### config.mk
export PLATFORM = sky130hd
export DESIGN_NAME = mioad_decoder
export DESIGN_NICKNAME = d
export VERILOG_FILES = /design/src/rtl/mioad_pkg.sv /design/src/rtl/mioad_decoder.sv
export VERILOG_INCLUDE_DIRS = /design/src /design/src/rtl
export SDC_FILE = /design/constraint.sdc
export NUM_CORES = 1
export LEC_CHECK = 0
export ABC_CLOCK_PERIOD_IN_PS = 2000
export BUFFER_PORTS_ARGS = -buffer_cell sky130_fd_sc_hd__buf_2
export CAP_MARGIN = 20
export CORE_MARGIN = 1.5
export CORE_UTILIZATION = 30
export DETAILED_ROUTE_END_ITERATION = 8
export HOLD_SLACK_MARGIN = 0.15
export PLACE_DENSITY_LB_ADDON = 0.2
export SYNTH_ARGS = -nofsm -noshare
export SYNTH_HDL_FRONTEND = slang
export SYNTH_SLANG_ARGS = --single-unit
### constraint.sdc
create_clock -name clk_sys -period 2 [get_ports clk_sys]
set_clock_uncertainty 0.1 [all_clocks]
set_input_delay 0.5 -clock clk_sys [delete_from_list [all_inputs] [get_ports clk_sys]]
set_output_delay 0.5 -clock clk_sys [all_outputs]
set_load 0.05 [all_outputs]
### src/rtl/mioad_defines.svh
// Purpose: Shared constants for the memory and I/O address decoder.
// Assumes: CPU bus runs on clk_sys; 16-bit logical address seen by the decoder.
// Notes:   Access times are in nanoseconds; wait counts are CPU wait states.
`ifndef MIOAD_DEFINES_SVH
`define MIOAD_DEFINES_SVH

`define MIOAD_A15_BIT          15
`define MIOAD_IO_GRP_HI        7
`define MIOAD_IO_GRP_LO        6
`define MIOAD_IO_GRP_ONCHIP    2'h0
`define MIOAD_IO_GRP_SERIAL    2'h3
`define MIOAD_ONCHIP_IO_TOP    8'h3F

`define MIOAD_EPROM_FAST_NS    9'h0AA
`define MIOAD_EPROM_SLOW_NS    9'h0C8
`define MIOAD_SRAM_SLOW_NS     9'h096
`define MIOAD_SRAM_FAST_NS     9'h055

`define MIOAD_WS_EPROM_FAST    2'h1
`define MIOAD_WS_EPROM_SLOW    2'h2
`define MIOAD_WS_SRAM_SLOW     2'h1
`define MIOAD_WS_SRAM_FAST     2'h0
`define MIOAD_WS_IO_DEFAULT    2'h1

`endif

### src/rtl/mioad_pkg.sv
// Purpose: Types for the memory and I/O address decoder.
// Assumes: Constants live in mioad_defines.svh.
// Notes:   The bus struct groups the CPU strobes that travel together.
package mioad_pkg;

	typedef struct packed {
		logic [15:0] addr;
		logic        memory_request_n_n;
		logic        io_request_n_n;
		logic        rd_n;
		logic        wr_n;
		logic        m1_n;
	} mioad_bus_t;

	typedef enum logic {
		MIOAD_WS_IDLE  = 1'b0,
		MIOAD_WS_COUNT = 1'b1
	} mioad_ws_state_t;

endpackage

### src/rtl/mioad_decoder.sv
// Purpose: Chip selects, strobes and wait-state control for an EPROM, an SRAM and a
//          serial controller hung off a CPU bus.
// Assumes: The CPU bus is synchronous to clk_sys, so its signals need no synchroniser.
// Notes:   Selects and strobes are combinational on purpose; only the wait counter and its state,
//          the wait request and the cycle-start history are registered.
`timescale 1ns/10ps
`include "mioad_defines.svh"
`default_nettype none

module mioad_decoder
	import mioad_pkg::*;
#(
	parameter logic [1:0] IO_WAITS = `MIOAD_WS_IO_DEFAULT
) (
	input  wire  logic       clk_sys,
	input  wire  logic       reset,
	input  wire  mioad_bus_t bus,
	input  wire  logic       user_ram_select,
	input  wire  logic       user_rom_select,
	input  wire  logic       user_io_enable,
	input  wire  logic       sram_remap,
	input  wire  logic       fetch_marker_enable_bit,
	input  wire  logic       io_cycle_timing_select,
	input  wire  logic [8:0] eprom_access_ns,
	input  wire  logic [8:0] sram_access_ns,
	output var   logic       rom_chip_select_n,
	output var   logic       ram_chip_select_n,
	output var   logic       mem_output_enable_n,
	output var   logic       sram_write_enable_n,
	output var   logic       peripheral_read_strobe_n,
	output var   logic       peripheral_write_strobe_n,
	output var   logic       serial_ctrl_chip_enable,
	output var   logic [1:0] serial_reg_select,
	output var   logic       fetch_marker_out_n,
	output var   logic       cpu_wait_n
);

	// The I/O page group lives in address bits 7:6.
	function automatic logic [1:0] io_group(input logic [15:0] a);
		io_group = a[`MIOAD_IO_GRP_HI:`MIOAD_IO_GRP_LO];
	endfunction

	// Wait states a memory access needs for the part behind the selected region.
	function automatic logic [1:0] mem_waits(input logic is_rom,
		input logic [8:0] rom_ns, input logic [8:0] ram_ns);
		if (is_rom) begin
			if (rom_ns <= `MIOAD_EPROM_FAST_NS)
				mem_waits = `MIOAD_WS_EPROM_FAST;
			else
				mem_waits = `MIOAD_WS_EPROM_SLOW;
		end else begin
			if (ram_ns <= `MIOAD_SRAM_FAST_NS)
				mem_waits = `MIOAD_WS_SRAM_FAST;
			else
				mem_waits = `MIOAD_WS_SRAM_SLOW;
		end
	endfunction

	logic            low_half;
	logic            rom_hit;
	logic            ram_hit;
	logic            mem_start;
	logic            io_start;
	logic            fetch_cycle;
	logic            waits_wanted;
	logic [1:0]      load_count;
	logic            memory_request_n_prev_r;
	logic            memory_request_n_prev_nxt;
	logic            io_request_n_prev_r;
	logic            io_request_n_prev_nxt;
	logic [1:0]      count_r;
	logic [1:0]      count_nxt;
	mioad_ws_state_t ws_r;
	mioad_ws_state_t ws_nxt;
	logic            wait_n_r;
	logic            wait_n_nxt;

	// Memory decode. Only A15 is looked at, so each device spans 32K bytes unless sram_remap gives the SRAM both halves.
	always_comb begin
		low_half = ~bus.addr[`MIOAD_A15_BIT];
		// After the image copy the SRAM shadows the EPROM half as well.
		rom_hit = low_half & user_rom_select & ~sram_remap;
		ram_hit = (~low_half | sram_remap) & user_ram_select;
		// Gating with I/O request keeps I/O and acknowledge cycles off memory.
		rom_chip_select_n = ~(rom_hit & bus.io_request_n_n);
		ram_chip_select_n = ~(ram_hit & bus.io_request_n_n);
		mem_output_enable_n = bus.rd_n;
		sram_write_enable_n = bus.wr_n;
	end

	// I/O decode and strobes.
	always_comb begin
		// Address and user_io_enable only, so the select is settled before either strobe falls.
		serial_ctrl_chip_enable = (io_group(bus.addr) == `MIOAD_IO_GRP_SERIAL)
			& user_io_enable;
		serial_reg_select = bus.addr[1:0];
		// With the late form selected, read waits one clock after I/O request.
		peripheral_read_strobe_n = bus.io_request_n_n | bus.rd_n
			| (io_cycle_timing_select & io_request_n_prev_r);
		peripheral_write_strobe_n = bus.io_request_n_n | bus.wr_n;
		// Return-from-interrupt is not visible on the bus, so only the acknowledge
		// half of the cleared-bit case is marked.
		if (fetch_marker_enable_bit)
			fetch_marker_out_n = bus.m1_n | bus.memory_request_n_n;
		else
			fetch_marker_out_n = bus.m1_n | bus.io_request_n_n;
	end

	// Wait-state generator.
	always_comb begin
		memory_request_n_prev_nxt = bus.memory_request_n_n;
		io_request_n_prev_nxt = bus.io_request_n_n;
		mem_start = ~bus.memory_request_n_n & memory_request_n_prev_r;
		io_start = ~bus.io_request_n_n & io_request_n_prev_r & bus.m1_n;
		fetch_cycle = ~bus.m1_n;
		// With the marker enabled, memory waits go to opcode fetches only.
		waits_wanted = ~fetch_marker_enable_bit | fetch_cycle;
		load_count = 2'h0;
		if (mem_start & (rom_hit | ram_hit) & waits_wanted)
			load_count = mem_waits(rom_hit, eprom_access_ns, sram_access_ns);
		else if (io_start)
			load_count = IO_WAITS;
		ws_nxt = ws_r;
		count_nxt = count_r;
		case (ws_r)
			MIOAD_WS_IDLE: begin
				if (load_count != 2'h0) begin
					count_nxt = load_count;
					ws_nxt = MIOAD_WS_COUNT;
				end
			end
			MIOAD_WS_COUNT: begin
				count_nxt = count_r - 2'h1;
				if (count_r == 2'h1)
					ws_nxt = MIOAD_WS_IDLE;
			end
			default: begin
				count_nxt = 2'h0;
				ws_nxt = MIOAD_WS_IDLE;
			end
		endcase
		wait_n_nxt = (count_nxt == 2'h0);
		cpu_wait_n = wait_n_r;
	end

	always_ff @(posedge clk_sys or posedge reset) begin
		if (reset) begin
			memory_request_n_prev_r <= 1'b1;
			io_request_n_prev_r <= 1'b1;
			count_r <= 2'h0;
			ws_r <= MIOAD_WS_IDLE;
			wait_n_r <= 1'b1;
		end else begin
			memory_request_n_prev_r <= memory_request_n_prev_nxt;
			io_request_n_prev_r <= io_request_n_prev_nxt;
			count_r <= count_nxt;
			ws_r <= ws_nxt;
			wait_n_r <= wait_n_nxt;
		end
	end

	// Helper terms read only by the checks below.
	logic chk_rom_start;
	logic chk_ram_start;
	assign chk_rom_start = mem_start & rom_hit & waits_wanted & ws_r == MIOAD_WS_IDLE;
	assign chk_ram_start = mem_start & ram_hit & waits_wanted & ws_r == MIOAD_WS_IDLE;

	chk_io_no_mem: assert property (@(posedge clk_sys) disable iff (reset)
		!bus.io_request_n_n |-> rom_chip_select_n && ram_chip_select_n)
		else $error("Memory selected during an I/O cycle.");

	chk_strobe_pass: assert property (@(posedge clk_sys) disable iff (reset)
		mem_output_enable_n == bus.rd_n && sram_write_enable_n == bus.wr_n)
		else $error("Memory strobes do not follow the CPU strobes.");

	chk_rom_region: assert property (@(posedge clk_sys) disable iff (reset)
		(bus.io_request_n_n && !bus.addr[15] && user_rom_select && !sram_remap)
		|-> !rom_chip_select_n && ram_chip_select_n)
		else $error("Low half does not select only the EPROM.");

	chk_ram_region: assert property (@(posedge clk_sys) disable iff (reset)
		(bus.io_request_n_n && bus.addr[15] && user_ram_select) |-> !ram_chip_select_n
		&& rom_chip_select_n)
		else $error("High half does not select only the SRAM.");

	chk_eprom_one_wait: assert property (@(posedge clk_sys) disable iff (reset)
		chk_rom_start && eprom_access_ns <= 9'h0AA |=> !cpu_wait_n ##1 cpu_wait_n)
		else $error("Fast EPROM did not get exactly one wait state.");

	chk_eprom_two_wait: assert property (@(posedge clk_sys) disable iff (reset)
		chk_rom_start && eprom_access_ns == 9'h0C8 |=> !cpu_wait_n [*2] ##1 cpu_wait_n)
		else $error("200 ns EPROM did not get exactly two wait states.");

	chk_sram_one_wait: assert property (@(posedge clk_sys) disable iff (reset)
		chk_ram_start && sram_access_ns == 9'h096 |=> !cpu_wait_n ##1 cpu_wait_n)
		else $error("150 ns SRAM did not get exactly one wait state.");

	chk_sram_no_wait: assert property (@(posedge clk_sys) disable iff (reset)
		chk_ram_start && sram_access_ns <= 9'h055 |=> cpu_wait_n [*2])
		else $error("Fast SRAM was given a wait state.");

	chk_marker_mode: assert property (@(posedge clk_sys) disable iff (reset)
		!fetch_marker_out_n |-> !bus.m1_n
		&& (fetch_marker_enable_bit ? !bus.memory_request_n_n : !bus.io_request_n_n))
		else $error("Marker active in the wrong kind of cycle.");

	chk_io_strobes: assert property (@(posedge clk_sys) disable iff (reset)
		(!peripheral_read_strobe_n || !peripheral_write_strobe_n) |-> !bus.io_request_n_n)
		else $error("Peripheral strobe without I/O request.");

	chk_classic_read: assert property (@(posedge clk_sys) disable iff (reset)
		!io_cycle_timing_select && !bus.io_request_n_n && !bus.rd_n
		|-> !peripheral_read_strobe_n)
		else $error("Classic I/O read strobe missing.");

	chk_onchip_free: assert property (@(posedge clk_sys) disable iff (reset)
		bus.addr[7:0] <= 8'h3F |-> !serial_ctrl_chip_enable)
		else $error("Off-chip select inside the on-chip I/O space.");

	chk_serial_image: assert property (@(posedge clk_sys) disable iff (reset)
		(bus.addr[7:6] == 2'h3 && user_io_enable) == serial_ctrl_chip_enable)
		else $error("Serial controller select outside its image range.");

	chk_io_wait: assert property (@(posedge clk_sys) disable iff (reset)
		io_start && ws_r == MIOAD_WS_IDLE && IO_WAITS == 2'h1
		|=> !cpu_wait_n ##1 cpu_wait_n)
		else $error("I/O cycle wait count wrong.");

	chk_io_two_wait: assert property (@(posedge clk_sys) disable iff (reset)
		io_start && bus.memory_request_n_n && ws_r == MIOAD_WS_IDLE && IO_WAITS == 2'h2
		|=> !cpu_wait_n [*2] ##1 cpu_wait_n)
		else $error("I/O cycle did not get exactly two wait states.");

	chk_late_read: assert property (@(posedge clk_sys) disable iff (reset)
		io_cycle_timing_select && !bus.io_request_n_n && io_request_n_prev_r |-> peripheral_read_strobe_n)
		else $error("Late read strobe fell in the first I/O clock.");

	chk_classic_write: assert property (@(posedge clk_sys) disable iff (reset)
		!bus.io_request_n_n && !bus.wr_n |-> !peripheral_write_strobe_n)
		else $error("Classic I/O write strobe missing.");

	chk_reg_select: assert property (@(posedge clk_sys) disable iff (reset)
		serial_reg_select == bus.addr[1:0])
		else $error("Serial register select does not follow the low address bits.");

	chk_fetch_only_wait: assert property (@(posedge clk_sys) disable iff (reset)
		mem_start && bus.io_request_n_n && bus.m1_n && fetch_marker_enable_bit
		&& ws_r == MIOAD_WS_IDLE |=> cpu_wait_n)
		else $error("Wait state inserted outside an opcode fetch.");

	chk_ack_marker: assert property (@(posedge clk_sys) disable iff (reset)
		!fetch_marker_enable_bit && !bus.m1_n && !bus.io_request_n_n |-> !fetch_marker_out_n)
		else $error("Marker missing in an acknowledge cycle.");

	chk_fetch_marker: assert property (@(posedge clk_sys) disable iff (reset)
		fetch_marker_enable_bit && !bus.m1_n && !bus.memory_request_n_n |-> !fetch_marker_out_n)
		else $error("Marker missing in an opcode fetch.");

	chk_remap_shadow: assert property (@(posedge clk_sys) disable iff (reset)
		bus.io_request_n_n && !bus.addr[15] && sram_remap && user_ram_select
		|-> !ram_chip_select_n && rom_chip_select_n)
		else $error("Remapped low half does not select only the SRAM.");

	chk_rom_user_off: assert property (@(posedge clk_sys) disable iff (reset)
		!user_rom_select |-> rom_chip_select_n)
		else $error("EPROM selected while disabled by the user.");

	chk_ram_user_off: assert property (@(posedge clk_sys) disable iff (reset)
		!user_ram_select |-> ram_chip_select_n)
		else $error("SRAM selected while disabled by the user.");

	chk_wait_bounded: assert property (@(posedge clk_sys) disable iff (reset)
		!cpu_wait_n |-> ##[1:3] cpu_wait_n)
		else $error("Wait request held longer than any wait count.");

	cov_rom_slow: cover property (@(posedge clk_sys) disable iff (reset)
		chk_rom_start && eprom_access_ns == 9'h0C8);
	cov_ram_fast: cover property (@(posedge clk_sys) disable iff (reset)
		chk_ram_start && sram_access_ns <= 9'h055);
	cov_serial_read: cover property (@(posedge clk_sys) disable iff (reset)
		serial_ctrl_chip_enable && !peripheral_read_strobe_n);
	cov_int_ack: cover property (@(posedge clk_sys) disable iff (reset)
		!fetch_marker_enable_bit && !fetch_marker_out_n);
	cov_io_late: cover property (@(posedge clk_sys) disable iff (reset)
		io_cycle_timing_select && !peripheral_read_strobe_n);

endmodule // mioad_decoder

`default_nettype wire

* Word-level counts from Yosys, hierarchy flattened *
Index checks and enable logic that the tools add are counted.
W data, S select, Z words.

word-level totals
  flip-flop bits (word level) = 6
  input port bits = 47
  output and inout bits = 11
  logic and storage cells = 52

operators by class
  add/sub/neg operators = 1
  order comparisons = 2
  equality and inequality tests = 2
  multiplexer cells = 11
  bitwise logic cells = 29
  reductions and logical operators = 2

operators with widths
  cell                   count
  $and A1 B1 Y1          12
  $le A9 B7 Y1 const B   1
  $le A9 B8 Y1 const B   1
  $not A1 Y1             9
  $mux W2                4
  $or A1 B1 Y1           8
  $mux W1                5
  $pmux W2 S2            1
  $eq A2 B1 Y1 const B   1
  $eq A2 B2 Y1 const B   1
  $logic_not A2 Y1       1
  $pmux W1 S2            1
  $reduce_bool A2 Y1     1
  $sub A2 B1 Y2 const B  1

* Logic depth before layout (Yosys ltp) *
Gate-level depths: netlist (run 1).

  depth after elaboration = 11
  gate-level depth with buffers = 5
  depth with buffers taken out = 5

* Worst setup path after synthesis (run 1) *
Ideal clock, no wire load.

  kind = input-to-output
  from = input bus[20] (netlist bit)
  to = output ram_chip_select_n
  arrival = 1292 ps
  required time = 1400 ps
  setup slack = 108 ps
  cell stages on the path = 1
  buffers on the path = 0
  cells stage by stage = o211ai_1

between the ends
  word-level cells in the longest chain between the ends = 4

RTL lines
  element          RTL line             text
  start, declared  mioad_decoder.sv:17  input wire mioad_bus_t bus,
  $or A1 B1 Y1     mioad_decoder.sv:83  ram_hit = (~low_half | sram_remap) & user_ram_select;
  $and A1 B1 Y1    mioad_decoder.sv:83
  $and A1 B1 Y1    mioad_decoder.sv:86  ram_chip_select_n = ~(ram_hit & bus.io_request_n_n);
  $not A1 Y1       mioad_decoder.sv:86
  end, declared    mioad_decoder.sv:27  output var logic ram_chip_select_n,

No other way between the ends.

* Worst setup path in the final report (run 1) *
  from = input bus[3] (netlist bit)
  to = output fetch_marker_out_n

between the ends
  word-level cells in the longest chain between the ends = 2

RTL lines
  element        RTL line              text
  $or A1 B1 Y1   mioad_decoder.sv:106  fetch_marker_out_n = bus.m1_n | bus.io_request_n_n;
  $mux W1        mioad_decoder.sv:103  if (fetch_marker_enable_bit)
  end, declared  mioad_decoder.sv:34   output var logic fetch_marker_out_n,

No other way between the ends.

==> results.txt, run 1 <==
The flow ran to the end, and the final reports show no timing, DRC or antenna violations. Measured against its own limit, the worst slew margin works out to 0.7512. TritonCTS created 3 clock buffers.

Of the cells placed in the final design, the portion with a size suffix greater than 1 is 0.5714. The maximum number of pins on one net before global-route repair is 8. The placed wire-length estimate after detailed placement came out at 926.7 um.

Prior to clock tree synthesis, the placed netlist has a worst setup slack of 0.05023 ns. The share of the clock period used by the worst path after layout came out at 0.9125. The number of nets in the synthesized netlist is just under 100. The effective utilization at floorplan is 0.3189. The share of the synthesized netlist area taken by xor and xnor gates came out at 0. The maximum vdd ir drop came out at 0.2708 mV. The die is 43.02 um tall. Among all stages on the critical path, the largest delay is contributed by a211o_1.

Counting along the longest clock path gives a buffer depth of 2. The count of vias placed by the detailed router is 521. Of the total synthesized cell area, the portion taken by full adders, half adders and majority gates is 0.02604. Counting every sink on the clock net gives 6. The number of gates resized after CTS was 0.

The footprint of the multi-input gates is 285.3 um2. The data required time at the worst endpoint is 1.40 ns. Wire segments on met3 add up to 93 um in the final route.

The area of all sequential standard cells is 153.9 um2. Setup repair after global routing left no endpoint under its margin. The total congestion overflow came out at 0.

At the worst endpoint, the arrival time is roughly 1.2 ns. The fraction of the mapped netlist area in compound gates is 0.2865. The routability congestion estimate is 0.6510. TritonCTS built the clock tree. The growth of design area from synthesis to finish is 48.18%. The count of nets left with antenna violations once routing finished came out at 0.

The type of the worst setup path is in2out. After synthesis, the largest family of logic cells by area is compound AO/OA/AOI/OAI gates. The worst setup path is captured at an output pin. The simple-gate area share of the yosys netlist is 0.2135. The type of origin of the critical path is an input pin.

The path class of the tightest hold or removal check is in2reg. The final hold violation count came out at 0. The later-pin clock latency in the skew report is 0.24 ns. The cell count after placement is 102. The CTS H-tree depth is 1. The starting DRC count in detailed routing came out at 3. The routed length on met2 came out at 535 um. The library cell appearing most often on the critical path is buf_2.

The first global-routing pass estimated 1676 um of wire. The placeable core area came out at roughly 0.0015 mm2. In this run the clock root is driven by a clkbuf_4. The average footprint of a synthesized cell came out at 9.805 um2. The unique cell type count in the Yosys netlist came out at 28.

The final period demand of the worst path is 1.825 ns. The number of antenna violations at the first check in global routing is 0. The uppermost metal layer occupied by signal nets is met3. At the pin with the least slew margin, the transition time is 0.3714 ns. The overall routed net length came out at roughly 1000 um. In the global route stage, overall resource usage came out at 0.1168. The number of hold buffers added after CTS was 1. In this run the cell area of the synthesized design comes to 480.5 um2. The floorplan step defined a die boundary enclosing 0.001851 mm2.

The via-per-instance ratio is between 4 and 5. The horizontal die dimension came out at 43.02 um. The wire length the detailed router placed on met1 came out at 404 um. During synthesis, Yosys emitted a total of 0 warnings. For this run, the register share of the synthesized area comes to 0.3203. The tool flagged a number of max-cap violations equal to 0.

The leakage power total is 0.0003520 uW. The count of mapped cells out of synthesis came out at just under 50. After the last flow step, the layout net total stands at 140. The fill cell total of the finished layout came out at 164. After clock tree synthesis, the clock-pin slew on the worst setup and hold paths is about 0.04 ns. Setup slack closes at 0.1750 ns. The max-slew violation total from the final report came out at 0. The pre-antenna-repair detailed-routing pass consisted of 3 iterations. The number of top-level pins is just under 60. The via count of the first global-routing pass is 456. Dividing total power by cell area gives a power density of about 810 mW/mm2.

The count of port buffers added during placement came out at 41. The number of antenna cells inserted came out at 0. The maximum achievable frequency came out at roughly 550 MHz. Of all nets on the critical path, the largest fanout is 7. Buffers added to address setup during post-CTS repair amount to 0. The remaining routing DRC violations came out at 0. The final total negative setup slack came out at 0 ns.

The critical path goes through buf_2, nor2b_1, a211o_1, buf_2. Measured against the total synthesized area, the mux share comes to 0.06771. The mean routed wirelength per cell came out at 9.654 um. The number of cells in the finished layout apart from fillers came out at about 110. The delay contributed by the slowest stage of the critical path came out at 0.25 ns.

The number of setup violations in the final report is 0. The post-synthesis register bit count came out at 6. The floorplan row count is 14.
==> synthesized netlist by cell type (all sizes together) <==
| master | n | area, um2 |
|---|---|---|
| dfstp | 3 | 78.83 |
| o211ai | 3 | 22.52 |
| nor2 | 4 | 15.01 |
| a311oi | 1 | 26.28 |
| a22oi | 2 | 20.02 |
| o2bb2ai | 1 | 8.760 |
| ha | 1 | 12.51 |
| a211oi | 1 | 7.510 |
| nor2b | 2 | 12.51 |
| and3b | 1 | 8.760 |
| o21ai | 2 | 10.01 |
| or3b | 1 | 11.26 |
| a32o | 1 | 10.01 |
| and3 | 1 | 6.260 |
| nand4 | 1 | 6.260 |
| or2 | 1 | 6.260 |
| nand2 | 4 | 15.01 |
| inv | 3 | 11.26 |
| a31oi | 1 | 6.260 |
| nor4b | 1 | 8.760 |
| nor3b | 1 | 7.510 |
| a211o | 3 | 26.28 |
| mux2i | 2 | 32.53 |
| dfrtp | 3 | 75.07 |
| nor3 | 1 | 5.000 |
| buf | 4 | 30.03 |
==> routing by layer <==
layer  vias to the layer above  GRT usage
met5                         -          0
met4                         0    0.05455
met3                         0    0.01277
met2                        24     0.2121
met1                       231     0.1346
li1                        266          -
==> metrics by stage <==
stage / utilization / total power (uW) / area (um2) / hold slack [ns]
3_5_place_dp: 0.4485 / 460.1 / 675.6 / 0.3179
3_3_place_gp: 0.4485 / 456.3 / 675.6 / 0.3162
6_report: 0.4726 / 575.5 / 711.9 / 0.2879
4_1_cts: 0.4726 / 581.8 / 711.9 / 0.2799
5_1_grt: 0.4726 / 624.1 / 711.9 / 0.2756
2_1_floorplan: - / 399.8 / 480.5 / 0.1888
==> final timing paths <==
check,from,endpoint,slack [ns],cells past startpoint
setup reg to reg,memory_request_n_prev_r$_DFF_PP1_,cpu_wait_n$_DFF_PP1_,0.37,5
max in group asynchronous,reset,cpu_wait_n$_DFF_PP1_,0.94,3
hold / removal,bus[4],memory_request_n_prev_r$_DFF_PP1_,0.29,1
hold reg to reg,ws_r$_DFF_PP0_,count_r[0]$_DFF_PP0_,0.45,1
setup / recovery,bus[3],fetch_marker_out_n,0.18,4
min in group asynchronous,reset,ws_r$_DFF_PP0_,0.61,3
==> area by class of cell <==
class	count	share of cell area
Sequential cell	6	0.2162
Multi-Input combinational cell	36	0.4007
Timing Repair Buffer	42	0.3023
Clock buffer	4	0.03691
Tap cell	16	0.02812
Inverter	3	0.01582
==> worst max-delay path, delay by kind of cell <==
kind,cells,cell delay [ns]
buffers and inverters,2,0.35
AOI/OAI and AO/OA,1,0.25
and+or+nand+nor,1,0.13
==> cells in the final DEF, fill, tap and decap left out, types with 2 or more instances in the layout <==
cell type	n
a211o_1	3
buf_2	41
clkbuf_4	3
dfrtp_1	3
dfstp_2	3
inv_1	3
nand2_1	4
nor2_1	4
nor2b_1	2
o211ai_1	3
o21ai_0	2
==> where the power goes <==
group | internal (uW) | switching (uW)
Combinational | 110 | 147
Sequential | 170 | 32.0
Clock | 75.4 | 41.3
Total | 356 | 220
==> registers in the layout, indices dropped and copies added, names as in the netlist <==
register and flops:
memory_request_n_prev_r 1, io_request_n_prev_r 1, count_r 2, ws_r 1, cpu_wait_n 1
==> logic make-up (layout without fill, tap and decap cells) <==
group           after synthesis  after routing
mux                           2              2
buf+inv                       7             49
simple gates                 18             18
compound gates               15             15
flops                         6              6
fa+ha+maj                     1              1
(Power assumes the default switching activity.)
==> inputs of run 2 (changes only) <==
--- a/config.mk
+++ b/config.mk
@@ -9,8 +9,11 @@
 export ABC_CLOCK_PERIOD_IN_PS = 2000
 export BUFFER_PORTS_ARGS = -buffer_cell sky130_fd_sc_hd__buf_2
 export CAP_MARGIN = 20
+export CELL_PAD_IN_SITES_DETAIL_PLACEMENT = 0
+export CELL_PAD_IN_SITES_GLOBAL_PLACEMENT = 1
+export CORE_ASPECT_RATIO = 0.7
 export CORE_MARGIN = 1.5
-export CORE_UTILIZATION = 30
+export CORE_UTILIZATION = 20
 export DETAILED_ROUTE_END_ITERATION = 8
 export HOLD_SLACK_MARGIN = 0.15
 export PLACE_DENSITY_LB_ADDON = 0.2
==> results.txt, run 2 (synthesis gave the netlist of run 1 again) <==
Adding up every negative setup slack in the final design gives 0 ns. The number of antenna cells inserted came out at 0. The total congestion overflow is 0. Dividing the detail-routed via count by the number of cells gives 4.244.

The final hold violation count is 0. The buffer depth of the longest clock path came out at 2. The clock input transition at the sequential cells of the worst setup and hold paths came out at approximately 0.040 ns. In the layout the commonest cells are 41 x buf_2, 4 x nor2_1, 4 x nand2_1. The maximum vdd ir drop came out at 0.2083 mV. The number of nets with antenna violations after routing came out at 0.

The die height came out at between 40 and 50 um. The post-layout net count is 140. In this run, post-CTS repair resized a total of 0 instances. The count of port buffers added during placement is slightly above 40.

The commonest non-fill, non-tap cell in the layout is buf_2. The placeable core area came out at 0.002207 mm2. Buffers inserted during clock tree synthesis total 3.

Counting flops per register, the top entry is count_r. The worst hold-check slack came out at 0.2831 ns. The worst slew margin relative to its limit came out at 0.7378. The starting DRC count in detailed routing came out at 36. The total global routing track utilization is 0.08151.

The register with the most flip-flops in the layout has 2 of them. The arrival time at the worst endpoint came out at 1.24 ns. The global-route wire length before repair is 1607 um. The worst setup path is captured at an output pin. The type of the worst setup path is in2out. The clock net in this run drives a total of 6 sinks. For this run, design rule violations remaining after detail routing come to 0. The number of cells in the finished layout apart from fillers is 123. The final period demand of the worst path is 1.840 ns. Setup violations remaining at the end of the flow were counted as 0. The initial utilization of the core area, before any placement, comes to 0.2177. The die covers 0.002710 mm2. The tool flagged a number of max-cap violations equal to 0.

The count of vias placed by the detailed router came out at about 520. Along the worst path, the maximum fanout reaches 7. The power density of the placed cells came out at 796.2 mW/mm2. The overall routed net length came out at ~1100 um. The later-pin clock latency in the skew report came out at approximately 0.24 ns. The number of top-level pins came out at 58.

The growth of design area from synthesis to finish is 52.34%. The cell count after placement came out at between 100 and 150. The data required time at the worst endpoint came out at ~1.4 ns. The via count of the first global-routing pass is 416. For this design the static power due to leakage is between 0.0003 and 0.0004 uW.

The maximum number of pins on one net before global-route repair came out at 8. The routability congestion estimate is 0.7129. The max-slew violation total from the final report came to 0. The flow ran to the end, and the final reports show no timing, DRC or antenna violations. The transition at the pin with the smallest max-transition slack is between 0.3 and 0.4 ns. The share of the clock period used by the worst path after layout came out at 0.9202.

The share of final-layout standard cells stronger than drive strength 1 is 0.5714. In this run the horizontal extent of the chip is between 60 and 70 um. The maximum achievable frequency came out at 543.4 MHz.

The floorplan row count is 14. The setup fix buffers added after clock tree synthesis came out at 0. Setup repair after global routing left no endpoint under its margin. The clock tree from TritonCTS is built. The HPWL after detailed placement is 930.8 um.

The number of antenna violations at the first check in global routing is 0. The first TritonRoute pass finished after 4 iterations. The worst setup path is launched from an input pin. The number of hold buffers added after CTS was 1. The CTS H-tree depth came out at 1. The type of the most critical hold path is in2reg. Dividing the detail-routed wire length by the instance count gives ~9 um.

The tree is rooted in a clkbuf_4.
run 2: cell counts in the layout (fill, tap and decap cells not counted):
Identical to the previous run, type by type.
run 2: cell type report:
type                            count  area (um2)
Fill cell                         247        1475
Tap cell                           32       40.04
Inverter                            3       11.26
Timing Repair Buffer               42       215.2
Sequential cell                     6       153.9
Clock buffer                        4       26.28
Multi-Input combinational cell     36       285.3
run 2: report_power, final:
| part | switching [uW] | internal, uW |
|---|---|---|
| Clock | 45.6 | 75.7 |
| Sequential | 32.3 | 170 |
| Combinational | 149 | 111 |
run 2: stage by stage:
step | util | cell area, um2 | power, uW | worst slack (ns)
2_1_floorplan | - | 480.5 | 399.8 | 0.1076
3_3_place_gp | 0.3152 | 695.7 | 459.5 | 0.05544
3_5_place_dp | 0.3152 | 695.7 | 462.3 | 0.04456
4_1_cts | 0.3316 | 732.0 | 585.1 | 0.1578
5_1_grt | 0.3316 | 732.0 | 628.3 | 0.1378
6_report | 0.3316 | 732.0 | 582.7 | 0.1596
run 2: layer usage:
| layer | global-route usage | routed length, um | vias to the layer above |
|---|---|---|---|
| li1 | - | - | 269 |
| met1 | 0.1073 | 538 | 228 |
| met2 | 0.1242 | 472 | 25 |
| met3 | 0.01791 | 95 | 0 |
| met4 | 0.04255 | 0 | 0 |
| met5 | 0 | 0 | - |
run 2: critical path, cell delays in order:
cell and delay, ns:
buf_2 0.14, nor2b_1 0.13, a211o_1 0.26, buf_2 0.21
run 2: final timing paths:
kind | slack (ns) | cells past startpoint | to | start
setup reg to reg | 0.32 | 5 | cpu_wait_n$_DFF_PP1_ | memory_request_n_prev_r$_DFF_PP1_
hold reg to reg | 0.45 | 1 | ws_r$_DFF_PP0_ | ws_r$_DFF_PP0_
max in group asynchronous | 0.94 | 3 | memory_request_n_prev_r$_DFF_PP1_ | reset
hold / removal | 0.28 | 1 | memory_request_n_prev_r$_DFF_PP1_ | bus[4]
setup / recovery | 0.16 | 4 | fetch_marker_out_n | bus[3]
min in group asynchronous | 0.61 | 3 | ws_r$_DFF_PP0_ | reset
==> inputs of run 3 (changes only) <==
--- a/config.mk
+++ b/config.mk
@@ -13,7 +13,8 @@
 export CELL_PAD_IN_SITES_GLOBAL_PLACEMENT = 1
 export CORE_ASPECT_RATIO = 0.7
 export CORE_MARGIN = 1.5
-export CORE_UTILIZATION = 20
+export CORE_UTILIZATION = 21
+export CTS_BUF_LIST = sky130_fd_sc_hd__clkbuf_4
 export DETAILED_ROUTE_END_ITERATION = 8
 export HOLD_SLACK_MARGIN = 0.15
 export PLACE_DENSITY_LB_ADDON = 0.2
==> results.txt, run 3 (synthesis gave the netlist of run 1 again) <==
The flow ran to the end, and the final reports show no timing, DRC or antenna violations. The number of cells in the finished layout apart from fillers came out at 123. Once detailed placement completed, the half-perimeter wirelength came to between 900 and 1000 um. Dividing total power by cell area gives a power density of around 810 mW/mm2.

The number of antenna violations at the first check in global routing came out at 0. The number of top-level pins came out at a little under 60. The cell count after placement came out at 118. At the worst endpoint, the arrival time is approximately 1.2 ns. CTS saw 6 sinks. Based on the critical path, the design can be clocked at up to between 500 and 600 MHz. The final layout contains routed wiring with a total length of 1140 um.

Measured along the x axis, the die boundary spans 60.17 um. In this run, CTS created clock tree buffers numbering 3. The final hold violation count is 0. The via count of the first global-routing pass is 493. In this run the critical register-to-register path is launched from memory_request_n_prev_r$_DFF_PP1_. In this run the number of H-tree levels came out at 1.

The final period demand of the worst path came out at 1.827 ns. The fill cell total of the finished layout is between 200 and 250. The type of the worst setup path is in2out. The cell sitting at the root of the clock tree is a clkbuf_4.

The clock tree from TritonCTS is built. The growth of design area from synthesis to finish is 53.13%. The register bank with the most flops is count_r. The number of violations of the max-capacitance limit is 0. Setup violations remaining at the end of the flow were counted as 0. The worst setup path is launched from an input pin. The count of port buffers added during placement came out at 41.

The largest fanout on the critical path is 7. At the end of the flow, the number of nets in the layout was 140. The total congestion overflow is 0. Leaving out fill and tap cells, the most frequent cell in the layout is buf_2.

Setup total negative slack on the finished layout was measured at 0 ns. After clock tree synthesis, the clock-pin slew on the worst setup and hold paths is 0.05 ns. The starting DRC count in detailed routing came out at 19. The sequential share of power is 0.338. Leaving out fill and tap cells, the most frequent cells in the layout are 41 x buf_2, 4 x nor2_1, 4 x nand2_1, 4 x clkbuf_4. The maximum vdd ir drop came out at 0.2838 mV. In the final layout, the share of cells above drive strength 1 is 0.5824.

The share of the clock period used by the worst path after layout is 0.9133. The number of nets with antenna violations after routing came out at 0. The first global-routing pass estimated between 2000 and 2500 um of wire.

The max-slew violation total from the final report came out at 0. The share of total power dissipated in the clock network is 0.227. Entering global routing, the biggest net connects 8 pins. The mean routed wirelength per cell came out at 9.268 um. The via-per-instance ratio came out at 4.301. Setup repair after global routing left no endpoint under its margin. The floorplan row count came out at 14. The number of detailed-route iterations in the first pass came out at 4. For the worst setup path, the data required time is 1.40 ns. The clock passes through at most 2 buffers. The critical path ends at fetch_marker_out_n. The final non-filler cell area came out at 735.7 um2. In this run the worst hold path is classified as in2reg. The combinational group share of total power came out at 0.434. The setup slack of the worst register-to-register path came out at ~0.34 ns. The flip-flop count of the largest register after layout is 2. The remaining routing DRC violations is 0. The placeable core area is 0.002155 mm2. Summed over all nets, the switching power comes to 228.4 uW. The instance area after placement is 695.7 um2.

The later-pin clock latency in the skew report came out at about 0.25 ns. The number of antenna cells inserted came out at 0. The total global routing track utilization came out at 0.1049. In this run the most critical hold path is launched from bus[4].

Counting cells, the worst reg-to-reg path comes to 5. The floorplan step defined a die boundary enclosing ~0.0026 mm2. The post-route total power came out at about 600 uW. The transition at the pin with the smallest max-transition slack is about 0.38 ns. The die height came out at ~43 um. At the end of routability-driven placement, the weighted congestion stood at roughly 0.67. The startpoint of the worst setup timing path is bus[3]. The count of vias placed by the detailed router is ~530. In this run the tightest slew margin relative to its limit is 0.7481. Of the total power, the share spent switching nets is 0.3817. The leakage power total is 0.0003555 uW.

The worst setup path is captured at an output pin. The effective utilization at floorplan came out at 0.2230. The internal portion of the total power is about 370 uW.

The end of the worst register-to-register path is cpu_wait_n$_DFF_PP1_. In this run, post-CTS repair resized a total of 0 instances.
## run 3: changes by cell type in the layout (fill, tap and decap cells not counted)
cell and delta:
clkbuf_1 -1, clkbuf_4 +1
## run 3: worst max-delay path, stage by stage
cell     delay (ns)
buf_2          0.14
nor2b_1        0.13
a211o_1        0.25
buf_2          0.21
## run 3: timing repair
| item | in CTS | in global routing |
|---|---|---|
| buffers inserted | 0 | 0 |
| hold buffers | 1 | 0 |
| hold endpoints to repair | 3 | 0 |
## run 3: cell type report
type / count / area (um2) / share of cell area
Multi-Input combinational cell: 36 / 285.3 / 0.3878
Inverter: 3 / 11.26 / 0.01531
Sequential cell: 6 / 153.9 / 0.2092
Clock buffer: 4 / 30.03 / 0.04082
Timing Repair Buffer: 42 / 215.2 / 0.2925
Tap cell: 32 / 40.04 / 0.05442
## run 3: power groups by stage
stage / clock network (uW) / logic [uW] / registers, uW
after floorplan: 0 / 178 / 222
after global placement: 0 / 256 / 203
after detailed placement: 0 / 261 / 203
after CTS: 143 / 264 / 202
after global routing: 155 / 286 / 208
final: 136 / 260 / 202
## run 3: metrics by stage
step	utilization	setup WS, ns	hold slack (ns)
3_5_place_dp	0.3229	0.02685	0.3248
3_3_place_gp	0.3229	0.05850	0.3238
5_1_grt	0.3415	0.1457	0.2676
2_1_floorplan	-	0.1076	0.1888
4_1_cts	0.3415	0.1689	0.2713
6_report	0.3415	0.1734	0.2809
## run 3: worst min path at each step
stage / to / slack, ns / depth (start not counted)
floorplan: count_r[0]$_DFF_PP0_ / 0.19 / 1
global placement: count_r[1]$_DFF_PP0_ / 0.32 / 2
detailed placement: count_r[1]$_DFF_PP0_ / 0.32 / 2
CTS: memory_request_n_prev_r$_DFF_PP1_ / 0.27 / 1
global route: memory_request_n_prev_r$_DFF_PP1_ / 0.27 / 1
finish: memory_request_n_prev_r$_DFF_PP1_ / 0.28 / 1
## run 3: layer usage
layer	routed length, um	vias to the layer above	global-route usage
li1	-	265	-
met1	544	233	0.1378
met2	476	29	0.1587
met3	117	2	0.04573
met4	2	0	0.02222
met5	0	-	0
